<file path="src/hdl/sdcs_pkg.sv">
/*
 * Constants and types shared by the conversion and calibration sequencer.
 * Assumes a single 200 MHz system clock and a host-side register port.
 */
package sdcs_pkg;

    // ------------------------------------------------------------
    // register offsets
    // ------------------------------------------------------------
    localparam logic [2:0] ADDR_COMM   = 3'h0;
    localparam logic [2:0] ADDR_SETUP  = 3'h1;
    localparam logic [2:0] ADDR_CLOCK  = 3'h2;
    localparam logic [2:0] ADDR_DATA   = 3'h3;
    localparam logic [2:0] ADDR_OFFSET = 3'h4;
    localparam logic [2:0] ADDR_GAIN   = 3'h5;

    // ------------------------------------------------------------
    // field positions
    // ------------------------------------------------------------
    localparam int COMM_CH_BIT    = 0;
    localparam int COMM_PD_BIT    = 1;
    localparam int COMM_DATA_READY_N_BIT  = 7;
    localparam int SETUP_HOLD_BIT = 0;
    localparam int SETUP_MD_LO    = 6;
    localparam int CLK_FS_LO      = 0;
    localparam int CLK_FAM_BIT    = 2;
    localparam int CLK_HALVE_BIT  = 3;

    // ------------------------------------------------------------
    // reset values
    // ------------------------------------------------------------
    localparam logic [1:0] RST_FSEL  = 2'h1;
    localparam logic       RST_FAM   = 1'b1;
    localparam logic       RST_HALVE = 1'b0;
    localparam logic       RST_HOLD  = 1'b1;

    // ------------------------------------------------------------
    // timing in input-clock ticks and output periods
    // ------------------------------------------------------------
    localparam logic [10:0] PIPE_TICKS   = 11'h7D0;  // 2000
    localparam logic [10:0] GAP_TICKS    = 11'h1F4;  // 500
    localparam int          MOD_SHIFT    = 7;        // 128 ticks per cycle
    localparam logic [3:0]  PER_NORMAL   = 4'h3;
    localparam logic [3:0]  PER_SELF_CAL = 4'h6;
    localparam logic [3:0]  PER_SYS_CAL  = 4'h3;
    localparam logic [3:0]  PER_CAL_CONV = 4'h3;
    localparam logic [3:0]  PER_SYS_CONV = 4'h1;

    // ------------------------------------------------------------
    // calibration modes and sequencer states
    // ------------------------------------------------------------
    typedef enum logic [1:0] {
        SDCS_MD_NORMAL = 2'h0,
        SDCS_MD_SELF   = 2'h1,
        SDCS_MD_ZERO   = 2'h2,
        SDCS_MD_FULL   = 2'h3
    } sdcs_mode_t;

    typedef enum logic [4:0] {
        SDCS_HOLD   = 5'h01,
        SDCS_CAL    = 5'h02,
        SDCS_SETTLE = 5'h04,
        SDCS_PIPE   = 5'h08,
        SDCS_RUN    = 5'h10
    } sdcs_state_t;

    // decimation rate per rate family and filter select
    function automatic logic [8:0] sdcs_dec(input logic fam,
                                            input logic [1:0] fsel);
        logic [8:0] r;
        r = 9'h000;
        unique case ({fam, fsel})
            3'h0: r = 9'h187;  // 391
            3'h1: r = 9'h139;  // 313
            3'h2: r = 9'h04E;  // 78
            3'h3: r = 9'h027;  // 39
            3'h4: r = 9'h180;  // 384
            3'h5: r = 9'h140;  // 320
            3'h6: r = 9'h04D;  // 77
            3'h7: r = 9'h026;  // 38
        endcase
        return r;
    endfunction : sdcs_dec

endpackage : sdcs_pkg

</file>
<file path="src/hdl/sdcs_sequencer.sv">
/*
 * Conversion and calibration sequencer of a two-channel sigma-delta
 * converter: rate selection, hold input, data-ready flag, calibration.
 * Assumes the host keeps its own ordering obligations and that the
 * converter input clock arrives asynchronously on clock_input_pin_i.
 */
`timescale 1ns/1ps

module sdcs_sequencer (
    // clock and reset
    input  wire logic        clk_i,
    input  wire logic        rstn_i,
    // converter clock pins
    input  wire logic        clock_input_pin_i,
    output logic             clock_output_pin_o,
    // register port
    input  wire logic [2:0]  addr_i,
    input  wire logic [23:0] wdata_i,
    input  wire logic        wr_i,
    input  wire logic        rd_i,
    output logic      [23:0] rdata_o,
    // status pins
    output logic             data_ready_n_o,
    output logic      [1:0]  cal_mode_o
);

    typedef struct packed {
        logic                 sync1;
        logic                 sync2;
        logic                 clk_prev;
        logic                 halve_tog;
        logic                 clock_output_pin;
        logic                 comm_ch;
        logic                 powerdown_bit;
        logic                 configured;
        logic                 hold;
        logic [1:0]           cal_mode;
        logic                 fam;
        logic                 halve;
        logic [1:0]           fsel;
        logic [1:0][23:0]     off;
        logic [1:0][23:0]     gain;
        logic [23:0]          act_off;
        logic [15:0]          data;
        logic [15:0]          conv_cnt;
        logic                 data_ready_n_n;
        logic [10:0]          gap_cnt;
        logic [15:0]          tick_cnt;
        logic [3:0]           per_cnt;
        logic [3:0]           per_tgt;
        logic                 pipe;
        logic [1:0]           run_mode;
        sdcs_pkg::sdcs_state_t state;
        logic [23:0]          rdata;
    } sdcs_st_t;

    sdcs_st_t r;
    sdcs_st_t next_r;

    // ------------------------------------------------------------
    // derived strobes
    // ------------------------------------------------------------
    logic        clk_edge;
    logic        tick;
    logic [15:0] per_len;
    logic        per_end;
    logic        rd_data;
    logic        setup_wr;
    logic        run_ok;
    logic        deliver;

    // edge of the synchronised input clock
    assign clk_edge = r.sync2 & ~r.clk_prev;
    // optional halving of the input clock
    assign tick = clk_edge & (~r.halve | r.halve_tog);
    assign per_len = {sdcs_pkg::sdcs_dec(r.fam, r.fsel),
                      {sdcs_pkg::MOD_SHIFT{1'b0}}};
    assign per_end = tick && (r.tick_cnt == per_len - 16'h0001);
    assign rd_data = rd_i && (addr_i == sdcs_pkg::ADDR_DATA);
    assign setup_wr = wr_i && (addr_i == sdcs_pkg::ADDR_SETUP);
    // conversions only when set up and released
    assign run_ok = r.configured & ~r.hold & ~r.powerdown_bit;

    // ------------------------------------------------------------
    // next-state logic
    // ------------------------------------------------------------
    always_comb
    begin
        next_r = r;
        deliver = 1'b0;
        // synchroniser; first stage read by second only
        next_r.sync1 = clock_input_pin_i;
        next_r.sync2 = r.sync1;
        next_r.clk_prev = r.sync2;
        next_r.clock_output_pin = r.sync2;
        if (clk_edge)
        begin
            next_r.halve_tog = ~r.halve_tog;
        end

        // register writes
        if (wr_i)
        begin
            unique case (addr_i)
                sdcs_pkg::ADDR_COMM:
                begin
                    // command write ends the wait state
                    next_r.comm_ch = wdata_i[sdcs_pkg::COMM_CH_BIT];
                    next_r.powerdown_bit = wdata_i[sdcs_pkg::COMM_PD_BIT];
                    next_r.configured = 1'b1;
                end
                sdcs_pkg::ADDR_SETUP:
                begin
                    next_r.hold = wdata_i[sdcs_pkg::SETUP_HOLD_BIT];
                    next_r.cal_mode = wdata_i[sdcs_pkg::SETUP_MD_LO +: 2];
                end
                sdcs_pkg::ADDR_CLOCK:
                begin
                    next_r.fsel = wdata_i[sdcs_pkg::CLK_FS_LO +: 2];
                    next_r.fam = wdata_i[sdcs_pkg::CLK_FAM_BIT];
                    next_r.halve = wdata_i[sdcs_pkg::CLK_HALVE_BIT];
                end
                // stored only; offset used at next acquisition, gain only read back
                sdcs_pkg::ADDR_OFFSET: next_r.off[r.comm_ch] = wdata_i;
                sdcs_pkg::ADDR_GAIN:   next_r.gain[r.comm_ch] = wdata_i;
                default: ;
            endcase
        end

        // register reads, data one cycle later
        next_r.rdata = 24'h000000;
        if (rd_i)
        begin
            unique case (addr_i)
                sdcs_pkg::ADDR_COMM:
                    next_r.rdata = {16'h0000, r.data_ready_n_n, 5'h00,
                                    r.powerdown_bit, r.comm_ch};
                sdcs_pkg::ADDR_SETUP:
                    next_r.rdata = {16'h0000, r.cal_mode, 5'h00, r.hold};
                sdcs_pkg::ADDR_CLOCK:
                    next_r.rdata = {20'h00000, r.halve, r.fam, r.fsel};
                sdcs_pkg::ADDR_DATA:   next_r.rdata = {8'h00, r.data};
                sdcs_pkg::ADDR_OFFSET: next_r.rdata = r.off[r.comm_ch];
                sdcs_pkg::ADDR_GAIN:   next_r.rdata = r.gain[r.comm_ch];
                default:               next_r.rdata = 24'h000000;
            endcase
        end

        // read releases the flag; a new result below wins
        if (rd_data)
        begin
            next_r.data_ready_n_n = 1'b1;
        end

        // period timer, restarted whenever the sequencer is idle
        if (tick)
        begin
            next_r.tick_cnt = per_end ? 16'h0000 : r.tick_cnt + 16'h0001;
        end

        if (r.gap_cnt != 11'h000 && tick)
        begin
            next_r.gap_cnt = r.gap_cnt - 11'h001;
            if (r.gap_cnt == 11'h001)
            begin
                next_r.data_ready_n_n = 1'b0;
            end
        end

        unique case (r.state)
            sdcs_pkg::SDCS_HOLD:
            begin
                next_r.tick_cnt = 16'h0000;
                next_r.per_cnt = 4'h0;
                if (run_ok)
                begin
                    next_r.data_ready_n_n = 1'b1;
                    next_r.gap_cnt = 11'h000;
                    next_r.act_off = r.off[r.comm_ch];
                    next_r.run_mode = r.cal_mode;
                    next_r.pipe = 1'b0;
                    unique case (r.cal_mode)
                        // three periods to the first result
                        sdcs_pkg::SDCS_MD_NORMAL:
                        begin
                            next_r.per_tgt = sdcs_pkg::PER_NORMAL;
                            next_r.state = sdcs_pkg::SDCS_SETTLE;
                        end
                        sdcs_pkg::SDCS_MD_SELF:
                        begin
                            next_r.per_tgt = sdcs_pkg::PER_SELF_CAL;
                            next_r.state = sdcs_pkg::SDCS_CAL;
                        end
                        default:
                        begin
                            next_r.per_tgt = sdcs_pkg::PER_SYS_CAL;
                            next_r.state = sdcs_pkg::SDCS_CAL;
                        end
                    endcase
                end
            end
            sdcs_pkg::SDCS_CAL:
            begin
                if (per_end)
                begin
                    next_r.per_cnt = r.per_cnt + 4'h1;
                    if (r.per_cnt + 4'h1 == r.per_tgt)
                    begin
                        next_r.cal_mode = sdcs_pkg::SDCS_MD_NORMAL;
                        if (r.run_mode != sdcs_pkg::SDCS_MD_FULL)
                        begin
                            next_r.off[r.comm_ch] = {8'h00, r.conv_cnt};
                        end
                        if (r.run_mode != sdcs_pkg::SDCS_MD_ZERO)
                        begin
                            next_r.gain[r.comm_ch] = {8'h00, ~r.conv_cnt};
                        end
                        next_r.per_cnt = 4'h0;
                        next_r.pipe = 1'b1;
                        next_r.per_tgt =
                            (r.run_mode == sdcs_pkg::SDCS_MD_SELF)
                            ? sdcs_pkg::PER_CAL_CONV
                            : sdcs_pkg::PER_SYS_CONV;
                        next_r.state = sdcs_pkg::SDCS_SETTLE;
                    end
                end
            end
            sdcs_pkg::SDCS_SETTLE:
            begin
                if (per_end)
                begin
                    next_r.per_cnt = r.per_cnt + 4'h1;
                    if (r.per_cnt + 4'h1 == r.per_tgt)
                    begin
                        next_r.per_cnt = 4'h0;
                        if (r.pipe)
                        begin
                            next_r.gap_cnt = 11'h000;
                            next_r.per_cnt = 4'h0;
                            next_r.tick_cnt = 16'h0000;
                            next_r.state = sdcs_pkg::SDCS_PIPE;
                        end
                        else
                        begin
                            deliver = 1'b1;
                            next_r.state = sdcs_pkg::SDCS_RUN;
                        end
                    end
                end
            end
            sdcs_pkg::SDCS_PIPE:
            begin
                // tick_cnt reused as the pipeline counter
                if (tick)
                begin
                    next_r.tick_cnt = r.tick_cnt + 16'h0001;
                    if (r.tick_cnt == {5'h00, sdcs_pkg::PIPE_TICKS}
                                      - 16'h0001)
                    begin
                        next_r.tick_cnt = 16'h0000;
                        deliver = 1'b1;
                        next_r.state = sdcs_pkg::SDCS_RUN;
                    end
                end
            end
            sdcs_pkg::SDCS_RUN:
            begin
                // free running, one result per period
                if (per_end)
                begin
                    next_r.act_off = r.off[r.comm_ch];
                    deliver = 1'b1;
                end
            end
            default: next_r.state = sdcs_pkg::SDCS_HOLD;
        endcase

        // new result: flag low, or blanked first if still unread
        if (deliver)
        begin
            next_r.conv_cnt = r.conv_cnt + 16'h0001;
            next_r.data = r.conv_cnt + r.act_off[15:0];
            if (!r.data_ready_n_n && !rd_data)
            begin
                next_r.data_ready_n_n = 1'b1;
                next_r.gap_cnt = sdcs_pkg::GAP_TICKS;
            end
            else
            begin
                next_r.data_ready_n_n = 1'b0;
            end
        end

        // hold stops work, pending flag untouched
        // a calibration command while running restarts the sequence
        if (r.state != sdcs_pkg::SDCS_HOLD &&
            (!run_ok || (setup_wr && wdata_i[sdcs_pkg::SETUP_MD_LO +: 2]
                                     != 2'h0)))
        begin
            next_r.state = sdcs_pkg::SDCS_HOLD;
            next_r.gap_cnt = 11'h000;
        end
    end

    // ------------------------------------------------------------
    // state register
    // ------------------------------------------------------------
    // defaults on reset, bus ignored meanwhile
    always_ff @(posedge clk_i)
    begin
        if (!rstn_i)
        begin
            r <= '0;
            r.fsel <= sdcs_pkg::RST_FSEL;
            r.fam <= sdcs_pkg::RST_FAM;
            r.halve <= sdcs_pkg::RST_HALVE;
            r.hold <= sdcs_pkg::RST_HOLD;
            r.data_ready_n_n <= 1'b1;
            r.state <= sdcs_pkg::SDCS_HOLD;
            // clock path keeps running through reset
            r.sync1 <= next_r.sync1;
            r.sync2 <= next_r.sync2;
            r.clk_prev <= next_r.clk_prev;
            r.clock_output_pin <= next_r.clock_output_pin;
        end
        else
        begin
            r <= next_r;
        end
    end

    assign clock_output_pin_o = r.clock_output_pin;
    assign data_ready_n_o = r.data_ready_n_n;
    assign cal_mode_o = r.cal_mode;
    assign rdata_o = r.rdata;

    // ------------------------------------------------------------
    // checks
    // ------------------------------------------------------------
    property p_reset_flag;
        @(posedge clk_i) !rstn_i |=> r.data_ready_n_n && !r.configured;
    endproperty
    a_reset_flag: assert property (p_reset_flag)
        else $error("flag not high after reset");

    property p_read_release;
        @(posedge clk_i) disable iff (!rstn_i)
        rd_data && !deliver && !(tick && r.gap_cnt == 11'h001)
        |=> r.data_ready_n_n;
    endproperty
    a_read_release: assert property (p_read_release)
        else $error("data read did not release flag");

    property p_hold_keeps;
        @(posedge clk_i) disable iff (!rstn_i)
        r.hold && r.state == sdcs_pkg::SDCS_HOLD && !r.data_ready_n_n
        && !rd_data |=> !r.data_ready_n_n;
    endproperty
    a_hold_keeps: assert property (p_hold_keeps)
        else $error("pending flag lost during hold");

    property p_hold_stops;
        @(posedge clk_i) disable iff (!rstn_i)
        r.hold |=> r.state == sdcs_pkg::SDCS_HOLD;
    endproperty
    a_hold_stops: assert property (p_hold_stops)
        else $error("sequencer ran while held");

    property p_cal_clears;
        @(posedge clk_i) disable iff (!rstn_i)
        $rose(r.pipe)
        |-> r.cal_mode == 2'h0 && r.state == sdcs_pkg::SDCS_SETTLE;
    endproperty
    a_cal_clears: assert property (p_cal_clears)
        else $error("mode not cleared at calibration end");

    property p_period_bound;
        @(posedge clk_i) disable iff (!rstn_i)
        r.state != sdcs_pkg::SDCS_PIPE |-> r.tick_cnt < per_len;
    endproperty
    a_period_bound: assert property (p_period_bound)
        else $error("period counter beyond period length");

    property p_gap_high;
        @(posedge clk_i) disable iff (!rstn_i)
        r.gap_cnt > 11'h001 && !r.hold |=> r.data_ready_n_n;
    endproperty
    a_gap_high: assert property (p_gap_high)
        else $error("flag fell before blanking ended");

    property p_data_on_deliver;
        @(posedge clk_i) disable iff (!rstn_i)
        !deliver |=> $stable(r.data);
    endproperty
    a_data_on_deliver: assert property (p_data_on_deliver)
        else $error("data changed without a result");

    property p_no_run_unset;
        @(posedge clk_i) disable iff (!rstn_i)
        !r.configured |-> r.state == sdcs_pkg::SDCS_HOLD;
    endproperty
    a_no_run_unset: assert property (p_no_run_unset)
        else $error("conversion before command write");

    property p_clk_follows;
        @(posedge clk_i) r.sync2 |=> r.clock_output_pin;
    endproperty
    a_clk_follows: assert property (p_clk_follows)
        else $error("clock output interrupted");

endmodule : sdcs_sequencer

</file>
<file path="config.mk">
export PLATFORM = sky130hd
export DESIGN_NAME = sdcs_sequencer
export DESIGN_NICKNAME = d
export VERILOG_FILES = /design/src/hdl/sdcs_pkg.sv /design/src/hdl/sdcs_sequencer.sv
export SDC_FILE = /design/constraint.sdc
export NUM_CORES = 1
export LEC_CHECK = 0
export BUFFER_PORTS_ARGS = -buffer_cell sky130_fd_sc_hd__buf_2
export CORE_MARGIN = 2
export CORE_UTILIZATION = 65
export DETAILED_ROUTE_END_ITERATION = 10
export GPL_TIMING_DRIVEN = 0
export HOLD_SLACK_MARGIN = 0.1
export PLACE_DENSITY = 0.81
export REMOVE_ABC_BUFFERS = 1
export SLEW_MARGIN = 40
export SYNTH_ARGS = -nofsm -noshare
export SYNTH_HDL_FRONTEND = slang
export SYNTH_SLANG_ARGS = --single-unit
</file>
<file path="constraint.sdc">
create_clock -name clk_i -period 7.1 [get_ports clk_i]
set_input_delay 1.42 -clock clk_i [delete_from_list [all_inputs] [get_ports clk_i]]
set_output_delay 1.42 -clock clk_i [all_outputs]
set_load 0.02 [all_outputs]
</file>
==> impl_metrics.yaml <==
outcome:
  outcome: "finished clean"
final_layout:
  seq_area_mm2: 0.00469
  post-route-util_pct: 72.7
  fin_nets: 1400
  instances_no_fill: 1584
  multi_input_area_mm2: 0.00658
  drive_gt1_share_pct: 12.9
  areaGrowthSynthToFinish_pct: 9.65
  antenna_cells: 0
  fillerInstances: 1344
worst_hold_path:
  hp-class: "reg2reg"
  hold_depth: 0
  holdPathEnd: "next_r[230]$_DFF_P_"
  hp-start: "next_r[233]$_DFF_P_"
synthesis:
  synth_cells: 1353
  synth_compound_area_share_pct: 20.3
  syn_avg_cell_area_um2: 8.80
  ys_types: 80
  async_reset_ff_share_pct: 0
  synth.area.top_cells: "dfxtp_1, mux2i_1, a211oi_1"
  synth_top_family_by_area: "compound AO/OA/AOI/OAI gates"
  synth_xor_area_share_pct: 3.53
  ys_top_cells_by_count: "dfxtp_1, nor2_1, a211oi_1"
  yosysSeqAreaShare_pct: 39.4
  synth.top_cell.area_share_pct: 39.4
  synth_edf_count: 0
  muxShareOfSynthArea_pct: 7.61
  synth_ff_type: "dfxtp_1"
  ys_warn_count: 0
  syn_area_mm2: 0.0119
  netlist.top_cell.by_area: "dfxtp_1"
  yosys.area_share.simple_pct: 20.1
  synth.most_common_cell: "dfxtp_1"
  synth-seq-cells: 234
  synth-adder-area-share_pct: 3.01
critical_path:
  worstReg2RegEnd: "r[92]$_SDFFE_PN0P_"
  worst_r2r_path_depth: 10
  path_delay_family: "compound AO/OA/AOI/OAI gates"
  crit_path_max_fanout: 14
  path_cells: "ha_1 > inv_1 > a2111oi_4 > o311ai_1 > a2111oi_2 > a22oi_2 > buf_6 > buf_4 > or3b_1 > a21oi_1"
  critical-path-max-stage-delay_ps: 680
  crit_arrival_ps: 4220
  cp-end-kind: "register"
  slowest_stage: "a2111oi_2"
  critPathRequiredTime_ps: 7560
  ff2ff_setup_slack_ps: 3330
  critPathKind: "reg2reg"
  rr_startpoint: "r[40]$_SDFF_PN0_"
  start_kind: "register"
  crit_buf_inv: 3
power:
  power_density_mw_per_mm2: 209
  p_total_w: 0.00272
  ir_drop_mv: 0.218
  leakagePower_nw: 4.92
placement:
  place_congestion: 0.903
  dp.cells: 1541
  dp_hpwl_um: 20500
  io_buffers: 59
clocking:
  cts_tree: "yes"
  postCtsSetupBuffers: 0
  clk_path_buf_depth: 3
  hold_buffers: 0
  clock_latency_ps: 530
  root_buffer: "clkbuf_16"
  cts-htree-levels: 1
  clock-sinks: 234
  clk_pin_slew_worst_paths_ps: 60
  cts_inserted_buffers: 25
  post_cts_resized: 0
floorplan:
  die_w_um: 139
  die_area_mm2: 0.0194
  die_h_um: 139
  coreArea_mm2: 0.0180
  io-pin-count: 60
  start_util_pct: 66.3
  placementRows: 49
sta:
  period_minus_slack_ps: 3770
  fin_crit_sh_pct: 53.1
  hold_violations: 0
  slew_headroom_pct: 46.6
  rsz0062_at_grt: "no"
  skew_ps: 12.6
  final_max_slew_viol_count: 0
  holdWs_ps: 328
  fmax_mhz: 265
  setup_viol: 0
  worst_pin_slew_ps: 801
  setup_tns_ps: 0
route:
  first_pass_iters: 6
  routedWlPerCell_um: 20.0
  dr.first_iter.drc_count: 1049
  drc_errors: 0
  postRouteWirelength_um: 31700
  ant_nets: 0
  vias: 10492
  via_per_inst: 6.62
run:
  cap_viol_max_count: 0
global_route:
  grt_max_degree: 101
  antenna_found_initial: 1
  grt_pass1_vias: 9961
  grt_usage_pct: 31.7
  overflow: 0
  grt_pass1_wl_um: 51300
## power by group
group | total (W) | internal [W] | switching, W
sequential | 0.00133 | 0.00132 | 0.00000895
clock | 0.00127 | 0.000735 | 0.000533
combinational | 0.000123 | 0.0000384 | 0.0000850
total | 0.00272 | 0.00210 | 0.000627
## sequential cells by signal (all words and copies together), names as in the netlist
register,cells
per_len,9
rdata_o,24
clock_output_pin_o,1
cal_mode_o,2
next_r,2
data_ready_n_o,1
r,195
## how the worst max path moves through the flow
| stage | from | end | slack [ps] | cells past startpoint |
|---|---|---|---|---|
| after global placement | addr_i[0] | r[142]$_SDFF_PN0_ | -650 | 7 |
| after CTS | wr_i | per_len[13]$_DFF_P_ | 3310 | 8 |
| after detailed placement | wr_i | per_len[13]$_DFF_P_ | 2750 | 8 |
| final | r[40]$_SDFF_PN0_ | r[92]$_SDFFE_PN0P_ | 3330 | 10 |
| after global routing | r[40]$_SDFF_PN0_ | r[74]$_SDFFE_PN0P_ | 3090 | 10 |
| after floorplan | addr_i[1] | r[146]$_SDFF_PN0_ | 2290 | 6 |
## placed cells by master, fill, tap and decap left out, drive strengths merged, types with 4 or more instances in the layout
| cell | n |
|---|---|
| a2111oi | 5 |
| a211oi | 98 |
| a21boi | 5 |
| a21oi | 68 |
| a221oi | 10 |
| a22oi | 13 |
| a31oi | 4 |
| and2 | 5 |
| and3 | 38 |
| buf | 87 |
| clkbuf | 35 |
| dfxtp | 234 |
| ha | 27 |
| inv | 29 |
| mux2 | 4 |
| mux2i | 86 |
| nand2 | 83 |
| nand2b | 22 |
| nand3 | 59 |
| nand3b | 9 |
| nand4 | 25 |
| nand4b | 5 |
| nor2 | 135 |
| nor2b | 6 |
| nor3 | 27 |
| nor3b | 10 |
| nor4 | 13 |
| o211ai | 9 |
| o21a | 4 |
| o21ai | 44 |
| o311ai | 9 |
| o31ai | 17 |
| o32ai | 17 |
| o41ai | 8 |
| or2 | 5 |
| or3 | 11 |
| or4 | 4 |
| xnor2 | 22 |
| xor2 | 26 |
## cells by family (layout without fill, tap and decap cells)
logic type	after synthesis	count (layout)
compound gates	333	333
xor+xnor	48	48
simple gates	466	466
buf+inv	154	156
fa+ha+maj	28	28
flops	234	234
mux	90	90
## layout make-up
class                           instances  share of cell area, %
Timing Repair Buffer                   87                   4.58
Sequential cell                       234                   35.9
Clock inverter                          7                  0.556
Inverter                               27                  0.834
Clock buffer                           35                   5.46
Tap cell                              229                   2.20
Multi-Input combinational cell        965                   50.4
## per-stage QoR
step                cell area (um^2)  setup slack, ps
floorplan                      11300             2290
global placement               11900             -653
detailed placement             12200             2750
CTS                            13000             3310
global route                   13100             3090
finish                         13100             3330
## layer usage
layer / vias up / track usage, % / routed length, um / share of wire [%]
met5: - / 0 / 13 / 0.041
met4: 2 / 12.1 / 1200 / 3.8
met3: 111 / 5.85 / 2560 / 8.1
met2: 453 / 49.7 / 14200 / 45
met1: 5004 / 43.7 / 13600 / 43
li1: 4922 / - / - / -
No activity file was read; power rests on OpenSTA's default activity.
